## src/inc/bsp_pkg.sv

```systemverilog
/*
  Constants, register map and encodings for the bus service-request and
  polling controller. Assumes a 100 MHz core clock and a 32-bit Avalon-MM
  register bus with byte addresses.
*/
package bsp_pkg;

  // Timing
  localparam int CLK_PERIOD_NS = 10;
  localparam int PP_SETTLE_NS  = 2000;
  localparam int PP_SETTLE_CYC = (PP_SETTLE_NS + CLK_PERIOD_NS - 1) / CLK_PERIOD_NS;

  // Register byte offsets
  localparam logic [3:0] REG_CMD_OFS  = 4'h0;
  localparam logic [3:0] REG_MASK_OFS = 4'h4;
  localparam logic [3:0] REG_STAT_OFS = 4'h8;
  localparam logic [3:0] REG_RES_OFS  = 4'hc;

  // Interrupt-enable mask
  localparam logic [7:0] MASK_RESET   = 8'h00;
  localparam int         MASK_SRQ_BIT = 1;

  // Command register fields
  localparam int CMD_OP_LSB   = 0;
  localparam int CMD_GIVEN    = 3;
  localparam int CMD_ADDR_LSB = 4;
  localparam int CMD_CFG_LSB  = 9;
  localparam int CMD_BYTE_LSB = 16;
  localparam int CMD_ATN      = 24;

  // Status register fields
  localparam int ST_BUSY   = 0;
  localparam int ST_PEND   = 1;
  localparam int ST_SRQ    = 2;
  localparam int ST_ERR    = 3;
  localparam int ST_ROLE   = 4;
  localparam int ST_ARMED  = 5;

  typedef enum logic [2:0] {
    OP_NONE    = 3'h0,
    OP_SERIAL_POLL_REQUEST   = 3'h1,
    OP_PARALLEL_POLL_REQUEST   = 3'h2,
    OP_PPCFG   = 3'h3,
    OP_PPUNCFG = 3'h4,
    OP_SEND    = 3'h5
  } bsp_op_t;

  // Bus command bytes
  localparam logic [7:0] BC_PPC  = 8'h05;
  localparam logic [7:0] BC_PPU  = 8'h15;
  localparam logic [7:0] BC_SPE  = 8'h18;
  localparam logic [7:0] BC_SPD  = 8'h19;
  localparam logic [7:0] BC_LAG  = 8'h20;
  localparam logic [7:0] BC_UNL  = 8'h3f;
  localparam logic [7:0] BC_TAG  = 8'h40;
  localparam logic [7:0] BC_UNT  = 8'h5f;
  localparam logic [7:0] BC_PPE  = 8'h60;
  localparam logic [7:0] BC_PPD  = 8'h70;
  localparam logic [4:0] ADDR_MAX = 5'h1e;

  // Sequencer step kinds
  localparam logic [1:0] STEP_CMD   = 2'h0;
  localparam logic [1:0] STEP_READ  = 2'h1;
  localparam logic [1:0] STEP_END   = 2'h2;
  localparam logic [1:0] STEP_WRITE = 2'h3;

  typedef enum logic [3:0] {
    SQ_IDLE  = 4'h1,
    SQ_LOAD  = 4'h2,
    SQ_XFER  = 4'h4,
    SQ_PARALLEL_POLL_REQUEST = 4'h8
  } bsp_seq_t;

  typedef enum logic [3:0] {
    HS_IDLE = 4'h1,
    HS_WAIT = 4'h2,
    HS_HOLD = 4'h4,
    HS_DONE = 4'h8
  } bsp_hs_t;

endpackage

```

## src/bsp_ctrl.sv

```systemverilog
/*
  Controller-side service-request sensing and bus polling engine.
  Holds the interrupt-enable mask, logs a service request once per arming,
  and runs serial poll, parallel poll, poll configure/unconfigure and single
  byte sends. Assumes synchronous bus inputs and an Avalon-MM master.

*/
// Design decision made here: the Avalon-MM register port.
// Summary of operation
// - Mask bit 1 enables service-request interrupt
// - Mask readback returns currently enabled mask
// - Request line sensed by level only
// - Logged request blocks interrupts until rearmed
// - Request still present at rearm refires
// - Serial poll returns one status byte
// - Serial poll needs a device address
// - Config low bits line, bit 3 sense
// - Configure one addressed device per command
// - Parallel poll returns wired eight-line byte
// - Unconfigure all, or only addressed device
// - Polls only while active controller
// - Attention true means command, else data
// - Address talker and listeners before data
`timescale 1ns/1ns
module bsp_ctrl
  import bsp_pkg::*;
#(
  parameter int SETTLE_CYC = PP_SETTLE_CYC
)
(
  input  wire logic        core_clk_i,
  input  wire logic        rst_i,
  input  wire logic [3:0]  avs_address_i,
  input  wire logic        avs_read_i,
  input  wire logic        avs_write_i,
  input  wire logic [31:0] avs_writedata_i,
  input  wire logic [3:0]  avs_byteenable_i,
  output logic [31:0]      avs_readdata_o,
  output logic             avs_waitrequest_o,
  input  wire logic        ctrl_active_i,
  input  wire logic        srq_i,
  output logic             srq_irq_o,
  output logic             atn_o,
  output logic             eoi_o,
  input  wire logic [7:0]  dio_i,
  output logic [7:0]       dio_o,
  output logic [7:0]       dio_oe_n_o,
  input  wire logic        dav_i,
  output logic             dav_o,
  output logic             dav_oe_n_o,
  input  wire logic        nrfd_i,
  output logic             nrfd_o,
  output logic             nrfd_oe_n_o,
  input  wire logic        ndac_i,
  output logic             ndac_o,
  output logic             ndac_oe_n_o
);

  // Sequencer step: {kind, byte}
  function automatic logic [9:0] seq_step(input logic [2:0] op, input logic [2:0] idx,
                                          input logic given, input logic [4:0] addr,
                                          input logic [3:0] cfg, input logic [7:0] sbyte,
                                          input logic satn);
    logic [9:0] s;
    s = {STEP_END, 8'h00};
    case (op)
      OP_SERIAL_POLL_REQUEST:
      begin
        case (idx)
          3'h0:    s = {STEP_CMD, BC_UNL};
          3'h1:    s = {STEP_CMD, BC_SPE};
          3'h2:    s = {STEP_CMD, BC_TAG | {3'h0, addr}};
          3'h3:    s = {STEP_READ, 8'h00};
          3'h4:    s = {STEP_CMD, BC_SPD};
          3'h5:    s = {STEP_CMD, BC_UNT};
          default: s = {STEP_END, 8'h00};
        endcase
      end
      OP_PPCFG, OP_PPUNCFG:
      begin
        if (op == OP_PPUNCFG && !given)
          s = (idx == 3'h0) ? {STEP_CMD, BC_PPU} : {STEP_END, 8'h00};
        else
        begin
          case (idx)
            3'h0:    s = {STEP_CMD, BC_UNL};
            3'h1:    s = {STEP_CMD, BC_LAG | {3'h0, addr}};
            3'h2:    s = {STEP_CMD, BC_PPC};
            3'h3:    s = {STEP_CMD, (op == OP_PPCFG) ? (BC_PPE | {4'h0, cfg}) : BC_PPD};
            3'h4:    s = {STEP_CMD, BC_UNL};
            default: s = {STEP_END, 8'h00};
          endcase
        end
      end
      OP_SEND:
        s = (idx == 3'h0) ? {(satn ? STEP_CMD : STEP_WRITE), sbyte} : {STEP_END, 8'h00};
      default:
        s = {STEP_END, 8'h00};
    endcase
    return s;
  endfunction

  // Bus slave: one wait cycle, then answer
  logic        ack_q;
  logic [31:0] rdata_q;
  logic        wr_acc;
  logic        mask_wr;
  logic        cmd_wr;

  assign avs_waitrequest_o = (avs_read_i | avs_write_i) & ~ack_q;
  assign avs_readdata_o    = rdata_q;
  assign wr_acc            = avs_write_i & ack_q;
  assign mask_wr           = wr_acc & (avs_address_i == REG_MASK_OFS);
  assign cmd_wr            = wr_acc & (avs_address_i == REG_CMD_OFS);

  always_ff @(posedge core_clk_i)
  begin
    if (rst_i)
      ack_q <= 1'b0;
    else
      ack_q <= (avs_read_i | avs_write_i) & ~ack_q;
  end

  // Interrupt-enable mask and request log
  logic [7:0] mask_q;
  logic       pend_q;
  logic       armed_q;

  always_ff @(posedge core_clk_i)
  begin
    if (rst_i)
      mask_q <= MASK_RESET;
    else if (mask_wr && avs_byteenable_i[0])
      mask_q <= avs_writedata_i[7:0];
  end

  always_ff @(posedge core_clk_i)
  begin
    if (rst_i)
    begin
      pend_q  <= 1'b0;
      armed_q <= 1'b1;
    end
    else if (mask_wr)
    begin
      // Missing low byte lane keeps the previous mask
      pend_q  <= 1'b0;
      armed_q <= 1'b1;
    end
    else if (armed_q && mask_q[MASK_SRQ_BIT] && srq_i)
    begin
      pend_q  <= 1'b1;
      armed_q <= 1'b0;
    end
  end

  assign srq_irq_o = pend_q;

  // Command intake
  bsp_seq_t   sq_q;
  logic [2:0] op_q;
  logic       given_q;
  logic [4:0] addr_q;
  logic [3:0] cfg_q;
  logic [7:0] sbyte_q;
  logic       satn_q;
  logic [2:0] idx_q;
  logic       err_q;
  logic [7:0] result_q;
  logic [7:0] cnt_q;
  logic       atn_q;
  logic       eoi_q;
  logic       hs_start;
  logic       hs_done;
  logic [7:0] hs_rdata;
  logic [2:0] w_op;
  logic       w_given;
  logic [4:0] w_addr;
  logic       bad;
  logic [9:0] step;

  assign w_op    = avs_writedata_i[CMD_OP_LSB +: 3];
  assign w_given = avs_writedata_i[CMD_GIVEN];
  assign w_addr  = avs_writedata_i[CMD_ADDR_LSB +: 5];

  always_comb
  begin
    bad = ~ctrl_active_i;
    case (w_op)
      OP_SERIAL_POLL_REQUEST:   bad = bad | ~w_given | (w_addr > ADDR_MAX);
      OP_PPCFG:   bad = bad | ~w_given | (w_addr > ADDR_MAX);
      OP_PPUNCFG: bad = bad | (w_given & (w_addr > ADDR_MAX));
      OP_PARALLEL_POLL_REQUEST,
      OP_SEND:    bad = bad;
      default:    bad = 1'b1;
    endcase
  end

  assign step     = seq_step(op_q, idx_q, given_q, addr_q, cfg_q, sbyte_q, satn_q);
  assign hs_start = (sq_q == SQ_LOAD) && (step[9:8] != STEP_END);

  always_ff @(posedge core_clk_i)
  begin
    if (rst_i)
    begin
      sq_q     <= SQ_IDLE;
      op_q     <= 3'h0;
      given_q  <= 1'b0;
      addr_q   <= 5'h00;
      cfg_q    <= 4'h0;
      sbyte_q  <= 8'h00;
      satn_q   <= 1'b0;
      idx_q    <= 3'h0;
      err_q    <= 1'b0;
      result_q <= 8'h00;
      cnt_q    <= 8'h00;
      atn_q    <= 1'b0;
      eoi_q    <= 1'b0;
    end
    else
    begin
      case (sq_q)
        SQ_IDLE:
        begin
          if (cmd_wr)
          begin
            err_q <= bad;
            if (!bad)
            begin
              op_q    <= w_op;
              given_q <= w_given;
              addr_q  <= w_addr;
              cfg_q   <= avs_writedata_i[CMD_CFG_LSB +: 4];
              sbyte_q <= avs_writedata_i[CMD_BYTE_LSB +: 8];
              satn_q  <= avs_writedata_i[CMD_ATN];
              idx_q   <= 3'h0;
              if (w_op == OP_PARALLEL_POLL_REQUEST)
              begin
                atn_q <= 1'b1;
                eoi_q <= 1'b1;
                cnt_q <= 8'(SETTLE_CYC);
                sq_q  <= SQ_PARALLEL_POLL_REQUEST;
              end
              else
                sq_q <= SQ_LOAD;
            end
          end
        end
        SQ_LOAD:
        begin
          // Addressing commands precede the status read
          atn_q <= (step[9:8] == STEP_CMD);
          if (step[9:8] == STEP_END)
          begin
            atn_q <= 1'b0;
            sq_q  <= SQ_IDLE;
          end
          else
            sq_q <= SQ_XFER;
        end
        SQ_XFER:
        begin
          if (hs_done)
          begin
            if (step[9:8] == STEP_READ)
              result_q <= hs_rdata;
            idx_q <= idx_q + 3'h1;
            sq_q  <= SQ_LOAD;
          end
        end
        SQ_PARALLEL_POLL_REQUEST:
        begin
          if (cnt_q == 8'h01)
          begin
            result_q <= dio_i;
            atn_q    <= 1'b0;
            eoi_q    <= 1'b0;
            sq_q     <= SQ_IDLE;
          end
          cnt_q <= cnt_q - 8'h01;
        end
        default:
          sq_q <= SQ_IDLE;
      endcase
    end
  end

  assign atn_o = atn_q;
  assign eoi_o = eoi_q;

  // Read data, captured in the wait cycle
  always_ff @(posedge core_clk_i)
  begin
    if (rst_i)
      rdata_q <= 32'h0000_0000;
    else if (avs_read_i && !ack_q)
    begin
      case (avs_address_i)
        REG_MASK_OFS: rdata_q <= {24'h00_0000, mask_q};
        REG_RES_OFS:  rdata_q <= {24'h00_0000, result_q};
        REG_CMD_OFS,
        REG_STAT_OFS: rdata_q <= {26'h000_0000, armed_q, ctrl_active_i, err_q, srq_i, pend_q, sq_q != SQ_IDLE};
        default:      rdata_q <= 32'h0000_0000;
      endcase
    end
  end

  bsp_handshake u_hs (
    .core_clk_i  (core_clk_i),
    .rst_i       (rst_i),
    .start_i     (hs_start),
    .talk_i      (step[9:8] != STEP_READ),
    .wdata_i     (step[7:0]),
    .done_o      (hs_done),
    .rdata_o     (hs_rdata),
    .dio_i       (dio_i),
    .dio_o       (dio_o),
    .dio_oe_n_o  (dio_oe_n_o),
    .dav_i       (dav_i),
    .dav_o       (dav_o),
    .dav_oe_n_o  (dav_oe_n_o),
    .nrfd_i      (nrfd_i),
    .nrfd_o      (nrfd_o),
    .nrfd_oe_n_o (nrfd_oe_n_o),
    .ndac_i      (ndac_i),
    .ndac_o      (ndac_o),
    .ndac_oe_n_o (ndac_oe_n_o)
  );

  a_mask_write: assert property (@(posedge core_clk_i) disable iff (rst_i)
    mask_wr && avs_byteenable_i[0] |=> mask_q == $past(avs_writedata_i[7:0]))
    else $error("mask not written");

  a_mask_view: assert property (@(posedge core_clk_i) disable iff (rst_i)
    avs_read_i && ack_q && avs_address_i == REG_MASK_OFS |-> avs_readdata_o == {24'h00_0000, mask_q})
    else $error("mask readback mismatch");

  a_irq_level: assert property (@(posedge core_clk_i) disable iff (rst_i)
    $rose(pend_q) |-> $past(srq_i) && $past(mask_q[MASK_SRQ_BIT]) && $past(armed_q))
    else $error("interrupt without sampled request");

  a_irq_hold: assert property (@(posedge core_clk_i) disable iff (rst_i)
    pend_q && !mask_wr |=> pend_q && !armed_q)
    else $error("logged interrupt lost before rearm");

  a_irq_refire: assert property (@(posedge core_clk_i) disable iff (rst_i)
    mask_wr ##1 (mask_q[MASK_SRQ_BIT] && srq_i) |=> pend_q)
    else $error("request present at rearm not raised");

  a_serial_poll_request_addr: assert property (@(posedge core_clk_i) disable iff (rst_i)
    cmd_wr && sq_q == SQ_IDLE && w_op == OP_SERIAL_POLL_REQUEST && !w_given |=> sq_q == SQ_IDLE && err_q)
    else $error("serial poll without address started");

  a_role_gate: assert property (@(posedge core_clk_i) disable iff (rst_i)
    cmd_wr && sq_q == SQ_IDLE && !ctrl_active_i |=> sq_q == SQ_IDLE && err_q)
    else $error("poll started while not controller");

  a_cmd_atn: assert property (@(posedge core_clk_i) disable iff (rst_i)
    sq_q == SQ_XFER |-> atn_q == (step[9:8] == STEP_CMD))
    else $error("attention does not match byte kind");

  a_parallel_poll_request_hold: assert property (@(posedge core_clk_i) disable iff (rst_i)
    $rose(sq_q == SQ_PARALLEL_POLL_REQUEST) |-> (atn_q && eoi_q)[*4])
    else $error("parallel poll identify not held");

endmodule

```

## src/bsp_handshake.sv

```systemverilog
/*
  One-byte three-wire handshake engine, as source (controller talks) or
  acceptor (controller listens). Bus lines are logical levels, 1 = true;
  an output enable low means this end pulls the line true.
*/
`timescale 1ns/1ns
module bsp_handshake
  import bsp_pkg::*;
(
  input  wire logic       core_clk_i,
  input  wire logic       rst_i,
  input  wire logic       start_i,
  input  wire logic       talk_i,
  input  wire logic [7:0] wdata_i,
  output logic            done_o,
  output logic [7:0]      rdata_o,
  input  wire logic [7:0] dio_i,
  output logic [7:0]      dio_o,
  output logic [7:0]      dio_oe_n_o,
  input  wire logic       dav_i,
  output logic            dav_o,
  output logic            dav_oe_n_o,
  input  wire logic       nrfd_i,
  output logic            nrfd_o,
  output logic            nrfd_oe_n_o,
  input  wire logic       ndac_i,
  output logic            ndac_o,
  output logic            ndac_oe_n_o
);

  bsp_hs_t    st_q;
  logic       talk_q;
  logic [7:0] wdata_q;
  logic       dav_q;
  logic       nrfd_q;
  logic       ndac_q;

  always_ff @(posedge core_clk_i)
  begin
    if (rst_i)
    begin
      st_q    <= HS_IDLE;
      talk_q  <= 1'b0;
      wdata_q <= 8'h00;
      dav_q   <= 1'b0;
      nrfd_q  <= 1'b0;
      ndac_q  <= 1'b0;
      rdata_o <= 8'h00;
    end
    else
    begin
      case (st_q)
        HS_IDLE:
        begin
          if (start_i)
          begin
            talk_q  <= talk_i;
            wdata_q <= wdata_i;
            nrfd_q  <= 1'b0;
            ndac_q  <= ~talk_i;
            st_q    <= HS_WAIT;
          end
        end
        HS_WAIT:
        begin
          // Source waits for all ready, acceptor for data valid
          if (talk_q && !nrfd_i)
          begin
            dav_q <= 1'b1;
            st_q  <= HS_HOLD;
          end
          else if (!talk_q && dav_i)
          begin
            rdata_o <= dio_i;
            nrfd_q  <= 1'b1;
            ndac_q  <= 1'b0;
            st_q    <= HS_HOLD;
          end
        end
        HS_HOLD:
        begin
          if (talk_q && !ndac_i)
          begin
            dav_q <= 1'b0;
            st_q  <= HS_DONE;
          end
          else if (!talk_q && !dav_i)
          begin
            nrfd_q <= 1'b0;
            st_q   <= HS_DONE;
          end
        end
        HS_DONE:
        begin
          talk_q <= 1'b0;
          st_q   <= HS_IDLE;
        end
        default:
          st_q <= HS_IDLE;
      endcase
    end
  end

  assign done_o      = (st_q == HS_DONE);
  assign dio_o       = wdata_q;
  assign dio_oe_n_o  = talk_q ? ~wdata_q : 8'hff;
  assign dav_o       = 1'b1;
  assign dav_oe_n_o  = ~dav_q;
  assign nrfd_o      = 1'b1;
  assign nrfd_oe_n_o = ~nrfd_q;
  assign ndac_o      = 1'b1;
  assign ndac_oe_n_o = ~ndac_q;

  a_dav_ready: assert property (@(posedge core_clk_i) disable iff (rst_i)
    $rose(dav_q) |-> $past(!nrfd_i) && talk_q)
    else $error("data valid raised before listeners ready");

endmodule

```

## config.mk

```make
export PLATFORM = sky130hd
export DESIGN_NAME = bsp_ctrl
export DESIGN_NICKNAME = d
export VERILOG_FILES = /design/src/inc/bsp_pkg.sv /design/src/bsp_ctrl.sv /design/src/bsp_handshake.sv
export SDC_FILE = /design/constraint.sdc
export NUM_CORES = 1
export LEC_CHECK = 0
export BUFFER_PORTS_ARGS = -buffer_cell sky130_fd_sc_hd__buf_2
export CAP_MARGIN = 20
export CORE_ASPECT_RATIO = 0.7
export CORE_MARGIN = 2
export CORE_UTILIZATION = 44
export CTS_BUF_LIST = sky130_fd_sc_hd__clkbuf_16
export DETAILED_ROUTE_END_ITERATION = 6
export GPL_ROUTABILITY_DRIVEN = 1
export PLACE_DENSITY_LB_ADDON = 0.08
export RECOVER_POWER = 25
export SLEW_MARGIN = 0
export SYNTH_ARGS = -nofsm -noshare
export SYNTH_HDL_FRONTEND = slang
export SYNTH_SLANG_ARGS = --single-unit
```

## constraint.sdc

```tcl
create_clock -name core_clk_i -period 3.1 [get_ports core_clk_i]
set_input_delay 0.31 -clock core_clk_i [delete_from_list [all_inputs] [get_ports core_clk_i]]
set_output_delay 0.31 -clock core_clk_i [all_outputs]
set_load 0.01 [all_outputs]
```

## Word-level counts from Yosys, hierarchy flattened

Cells that the tools add are included.

| storage, ports and cells | value |
|---|---|
| output and inout port bits | 58 |
| word-level logic and storage cells | 199 |
| input bits | 57 |
| register bits after elaboration | 115 |

| cells by class | value |
|---|---|
| reduce and logical (&&, ||, !) cells | 48 |
| bitwise gates (word level) | 19 |
| $add $sub $neg | 2 |
| multiplexer cells | 58 |
| $lt $le $gt $ge | 1 |
| equality and inequality tests | 46 |

Operators with widths:

| operator | number |
|---|---|
| $pmux W10 S6 | 1 |
| $mux W8 | 7 |
| $mux W4 | 10 |
| $pmux W10 S4 | 1 |
| $pmux W8 S2 | 2 |
| $mux W10 | 3 |
| $pmux W10 S3 | 1 |
| $pmux W8 S3 | 1 |
| $ne A2 B2 Y1 const B | 10 |
| $reduce_and A4 Y1 | 5 |
| $eq A3 B3 Y1 const B | 6 |
| $eq A4 B4 Y1 const B | 4 |
| $mux W1 | 16 |
| $pmux W4 S4 | 1 |
| $eq A3 B2 Y1 const B | 5 |
| $eq A4 B3 Y1 const B | 3 |
| $mux W3 | 4 |
| $pmux W4 S3 | 1 |
| $reduce_and A3 Y1 | 4 |
| $reduce_bool A2 Y1 | 6 |
| $reduce_or A2 Y1 | 6 |
| $logic_and A1 B1 Y1 | 10 |
| $ne A2 B1 Y1 const B | 5 |
| $reduce_and A5 Y1 | 2 |
| other kinds (27) | 60 |

## Depth between registers and ports, before layout

| logic depth | value |
|---|---|
| word-level depth | 9 |
| depth in mapped cells | 10 |
| mapped depth without buffers | 8 |

## Cells and area by module

From an unflattened synthesis, not the netlist that was laid out.

| second synthesis, totals | value |
|---|---|
| cell total of the unflattened synthesis | 601 |
| area total of the unflattened synthesis | 4949.7 um2 |

By module, submodules not included:

| module | cells each | instances | area an instance (um2) |
|---|---|---|---|
| bsp_ctrl | 453 | 1 | 3787.4 |
| bsp_handshake | 148 | 1 | 1162.4 |

## Worst setup path after synthesis

Ideal clock, no wire load.

| timing | value |
|---|---|
| kind | flip-flop to flip-flop |
| start | reg idx_q[2] |
| end | reg u_hs.wdata_q[7] (netlist: u_hs.dio_o[7]) |
| library setup time | 0.116 ns |
| stages on the path, launching flop included | 10 |
| arrival time | 2.080 ns |
| path slack | 0.904 ns |
| path buffers | 2 |
| cell sequence | dfxtp_1 -> clkbuf_2 -> inv_1 -> ha_1 -> o21a_1 -> a311oi_1 -> a211oi_2 -> o211a_1 -> buf_6 -> a41o_1 |

| on the way | value |
|---|---|
| longest elaborated chain between the ends | 8 |
| elaborated cells between the ends (all ways) | 16 |
| those cells by class | eq/ne: 6; mux: 6; reduce/logical: 4 |

RTL lines:

| item | line | text |
|---|---|---|
| from (decl) | bsp_ctrl.sv:167 | `logic [2:0] idx_q;` |
| from (signal assigned) | bsp_ctrl.sv:267 | `idx_q <= idx_q + 3'h1;` |
| $eq A3 B3 Y1 or $logic_not A3 Y1 (tied branches) | bsp_ctrl.sv:69, bsp_ctrl.sv:85, bsp_ctrl.sv:82 |  |
| $reduce_or A2 Y1 (no source line) | n/a |  |
| $pmux W10 S4 | bsp_ctrl.sv:85 | `case (idx)` |
| $mux W10 | bsp_ctrl.sv:81 | `if (op == OP_PPUNCFG && !given)` |
| $pmux W10 S3 (*) | bsp_ctrl.sv:66 | `case (op)` |
| $ne A2 B2 Y1 | bsp_ctrl.sv:200 | `assign hs_start = (sq_q == SQ_LOAD) && (step[9:8] != STEP_END);` |
| $logic_and A1 B1 Y1 | bsp_ctrl.sv:200 |  |
| $reduce_and A2 Y1 (no source line) | n/a |  |
| to (signal assigned) | bsp_handshake.sv:58 | `wdata_q <= wdata_i;` |
| to (decl) | bsp_handshake.sv:33 | `logic [7:0] wdata_q;` |

Mark *: on every way between the ends. The rest lies on a longest branch, timed or not.
A chain may end at the register's enable or synchronous reset.

## Worst setup path in the final report

| timing | value |
|---|---|
| start | reg idx_q[0] |
| end | reg u_hs.wdata_q[0] (netlist: u_hs.dio_o[0]) |

The elaborated chain is that of the path after synthesis.

==> results.md <==
- Worst path required time: 3.31 ns
- Finished Cell Area: 5360 µm²
- CP Launch Type: register
- Metal2 WL: 4900 µm
- Seq/Total Area, Yosys: 38.3%
- Longest Clk Path Bufs: 2
- Maxcap violations: 0
- DRC viols: 0
- Initial antenna violation count: 0
- Clock Skews: 0.00681 ns
- Synth area leaders: dfxtp_1 38%, mux2i_1 9.5%, nor2_1 6.3%, buf_4 4.7%, a21oi_1 3.9%
- Primary FF master, synth: dfxtp_1
- Routed Wire Length: 11500 µm
- Port Buffers: 74
- IO Count: 115
- RePlAce Congestion: 0.836
- Syn-to-layout area delta: 12.7%
- Fillers: 1002
- Via count: 4022
- H-Tree Depth: 3
- Vias in the first global route: 3660
- RSZ-0062 raised after global routing: false
- Yosys top cell by area: dfxtp_1
- Nets: 666
- Routed Antenna Nets: 0
- Average vias per placed instance: 5.45
- Crit share post-route: 88.9%
- Effective utilization at floorplan: 45.5%
- DR top layer: met4
- Multi-input logic area: 2620 µm²
- DRT iter0 DRCs: 273
- Worst path max stage delay: 0.51 ns
- Synth unique cells: 72
- Final setup vio count: 0
- Worst-path fanout max: 21
- Hpwl dp: 8430 µm
- Setup_tns: 0 ns
- Slowest cell on the critical path: o211a_2
- Register area: 1820 µm²
- Clock Root Buffer: clkbuf_16
- Async set-or-reset flop fraction in the synthesized netlist: 0%
- Crit path cell chain: inv_1 > ha_1 > nor2b_1 > a311oi_1 > a211oi_2 > o211a_2 > nor2_1 > a211oi_1
- Post-synth EDFFs: 0
- Tmin final: 2.76 ns
- Post-synthesis instance area: 4750 µm²
- # rows: 31
- DR WL met3: 666 µm
- Hold WC Path Type: input port to register
- Met1 wire length: 5790 µm
- Hold Violations, Final: 0
- Critical path capture point type: register
- CTS sink cnt: 91
- Core footprint: 10400 µm²
- CTS Buf Count: 9
- Clock-pin slew on the worst setup and hold paths: 0.07 ns
- Count leader, synth: dfxtp_1
- Critical path arrival: 2.97 ns
- GR Util All Layers: 19.8%
- Post-Syn Instances: 540
- CTS tree: yes
- Actual slew at the worst max-slew pin: 1.40 ns
- VDD IR-drop max: 0.305 mV
- Yosys Warn Count: 0
- Hold slack: 0.204 ns
- DP Area: 5090 µm²
- Avg Synthesized Cell Area: 8.80 µm²
- Total gr overflow: 0
- Antenna diode count: 0
- Kind of critical path: register to register
- Leak: 1.98 nW
- Synth top area share: 38.3%
- Fin. max-slew vios: 0
- Fraction of layout cells with a size suffix above 1: 15.7%
- Pin count of the biggest net entering global routing: 68
- Die H: 90.9 µm
- Post-synth top cells: 91 x dfxtp_1, 80 x nor2_1, 45 x mux2i_1
- Wire per inst: 15.5 µm
- Pre-antenna DRT Iters: 7
- Pwr per Cell Area: 467 nW/µm²
- Chip width: 128 µm
- Worst slew margin: 6.40%
- Synth Register Bits: 91
- Total power: 2.50 mW
- Clk Latency, worst-skew pair: 0.34 ns
- Status: finished, final reports clean
- Die area: 11700 µm²
- First-pass GRT wire length: 18500 µm
- Fmax: 0.363 GHz
- Post-CTS Hold Buffers: 0
state kept, by name, summed over array words and instances, names as in the netlist, 3 cells and up:
| signal | count |
|---|---|
| sbyte_q | 8 |
| sq_q | 4 |
| cfg_q | 4 |
| result_q | 8 |
| op_q | 3 |
| avs_readdata_o | 8 |
| addr_q | 5 |
| u_hs.rdata_o | 8 |
| idx_q | 3 |
| u_hs.st_q | 4 |
| mask_q | 8 |
| u_hs.dio_o | 8 |
| cnt_q | 8 |
where the power goes:
group          internal, mW  switching (mW)  total (mW)
combinational        0.0670           0.126       0.193
clock                 0.634           0.485        1.12
sequential             1.18          0.0127        1.19
total                  1.88           0.624        2.50
path summary, 6_finish.rpt:
kind,slack [ns],to,from,cells past startpoint
worst max-delay path,0.34,u_hs.dio_o[0],idx_q[0],8
worst min-delay path,0.20,cfg_q[1],avs_writedata_i[10],3
worst max register to register,0.34,u_hs.dio_o[0],idx_q[0],8
worst min register to register,0.46,mask_q[2],mask_q[2],2
repair_timing:
| item | CTS | global route |
|---|---|---|
| setup buffers | 0 | 0 |
| gates resized for setup | 0 | 1 |
| endpoints found under the setup margin | 0 | 2 |
worst max-delay path, delay by kind of cell (launching register included):
family          cells  cell delay [ns]
compound gates      4             1.29
fa+ha+maj           1             0.49
buf+inv             1             0.12
flops               1             0.37
simple gates        2             0.34
cells by family after synthesis:
group	after synthesis	share of synthesized area (%)
buf+inv	72	8.64
other cells	2	0.158
simple gates	192	21.0
fa+ha+maj	8	2.11
compound gates	124	19.1
flops	91	38.3
mux	46	9.72
xor+xnor	5	0.922
routing by layer:
metal | global-route usage, % | vias up
li1 | - | 2000
met1 | 29.2 | 1895
met2 | 29.7 | 118
met3 | 4.12 | 9
met4 | 4.03 | 0
met5 | 0 | -
area by class of cell:
cell class	instances	area share, %
Clock inverter	7	1.40
Inverter	17	1.19
Sequential cell	91	34.0
Tap cell	132	3.08
Multi-Input combinational cell	402	48.9
Timing Repair Buffer	80	7.15
Clock buffer	9	4.21
cell usage in the layout (no fill, tap or decap), drive strengths merged, types with 9 or more instances in the layout:
master	n
a211oi	20
a21oi	39
a22oi	9
buf	55
clkbuf	34
conb	27
dfxtp	91
inv	22
mux2i	45
nand2	37
nand3	13
nor2	81
nor3	9
nor4b	9
o21ai	12
stage by stage:
step	cells	setup slack [ns]	util, %
after floorplan	565	0.904	-
after detailed placement	722	0.322	48.8
after global routing	738	0.119	51.3
after CTS	738	0.294	51.6
final	738	0.343	51.3
after global placement	722	0.449	48.8
No activity file was read; power rests on OpenSTA's default activity.
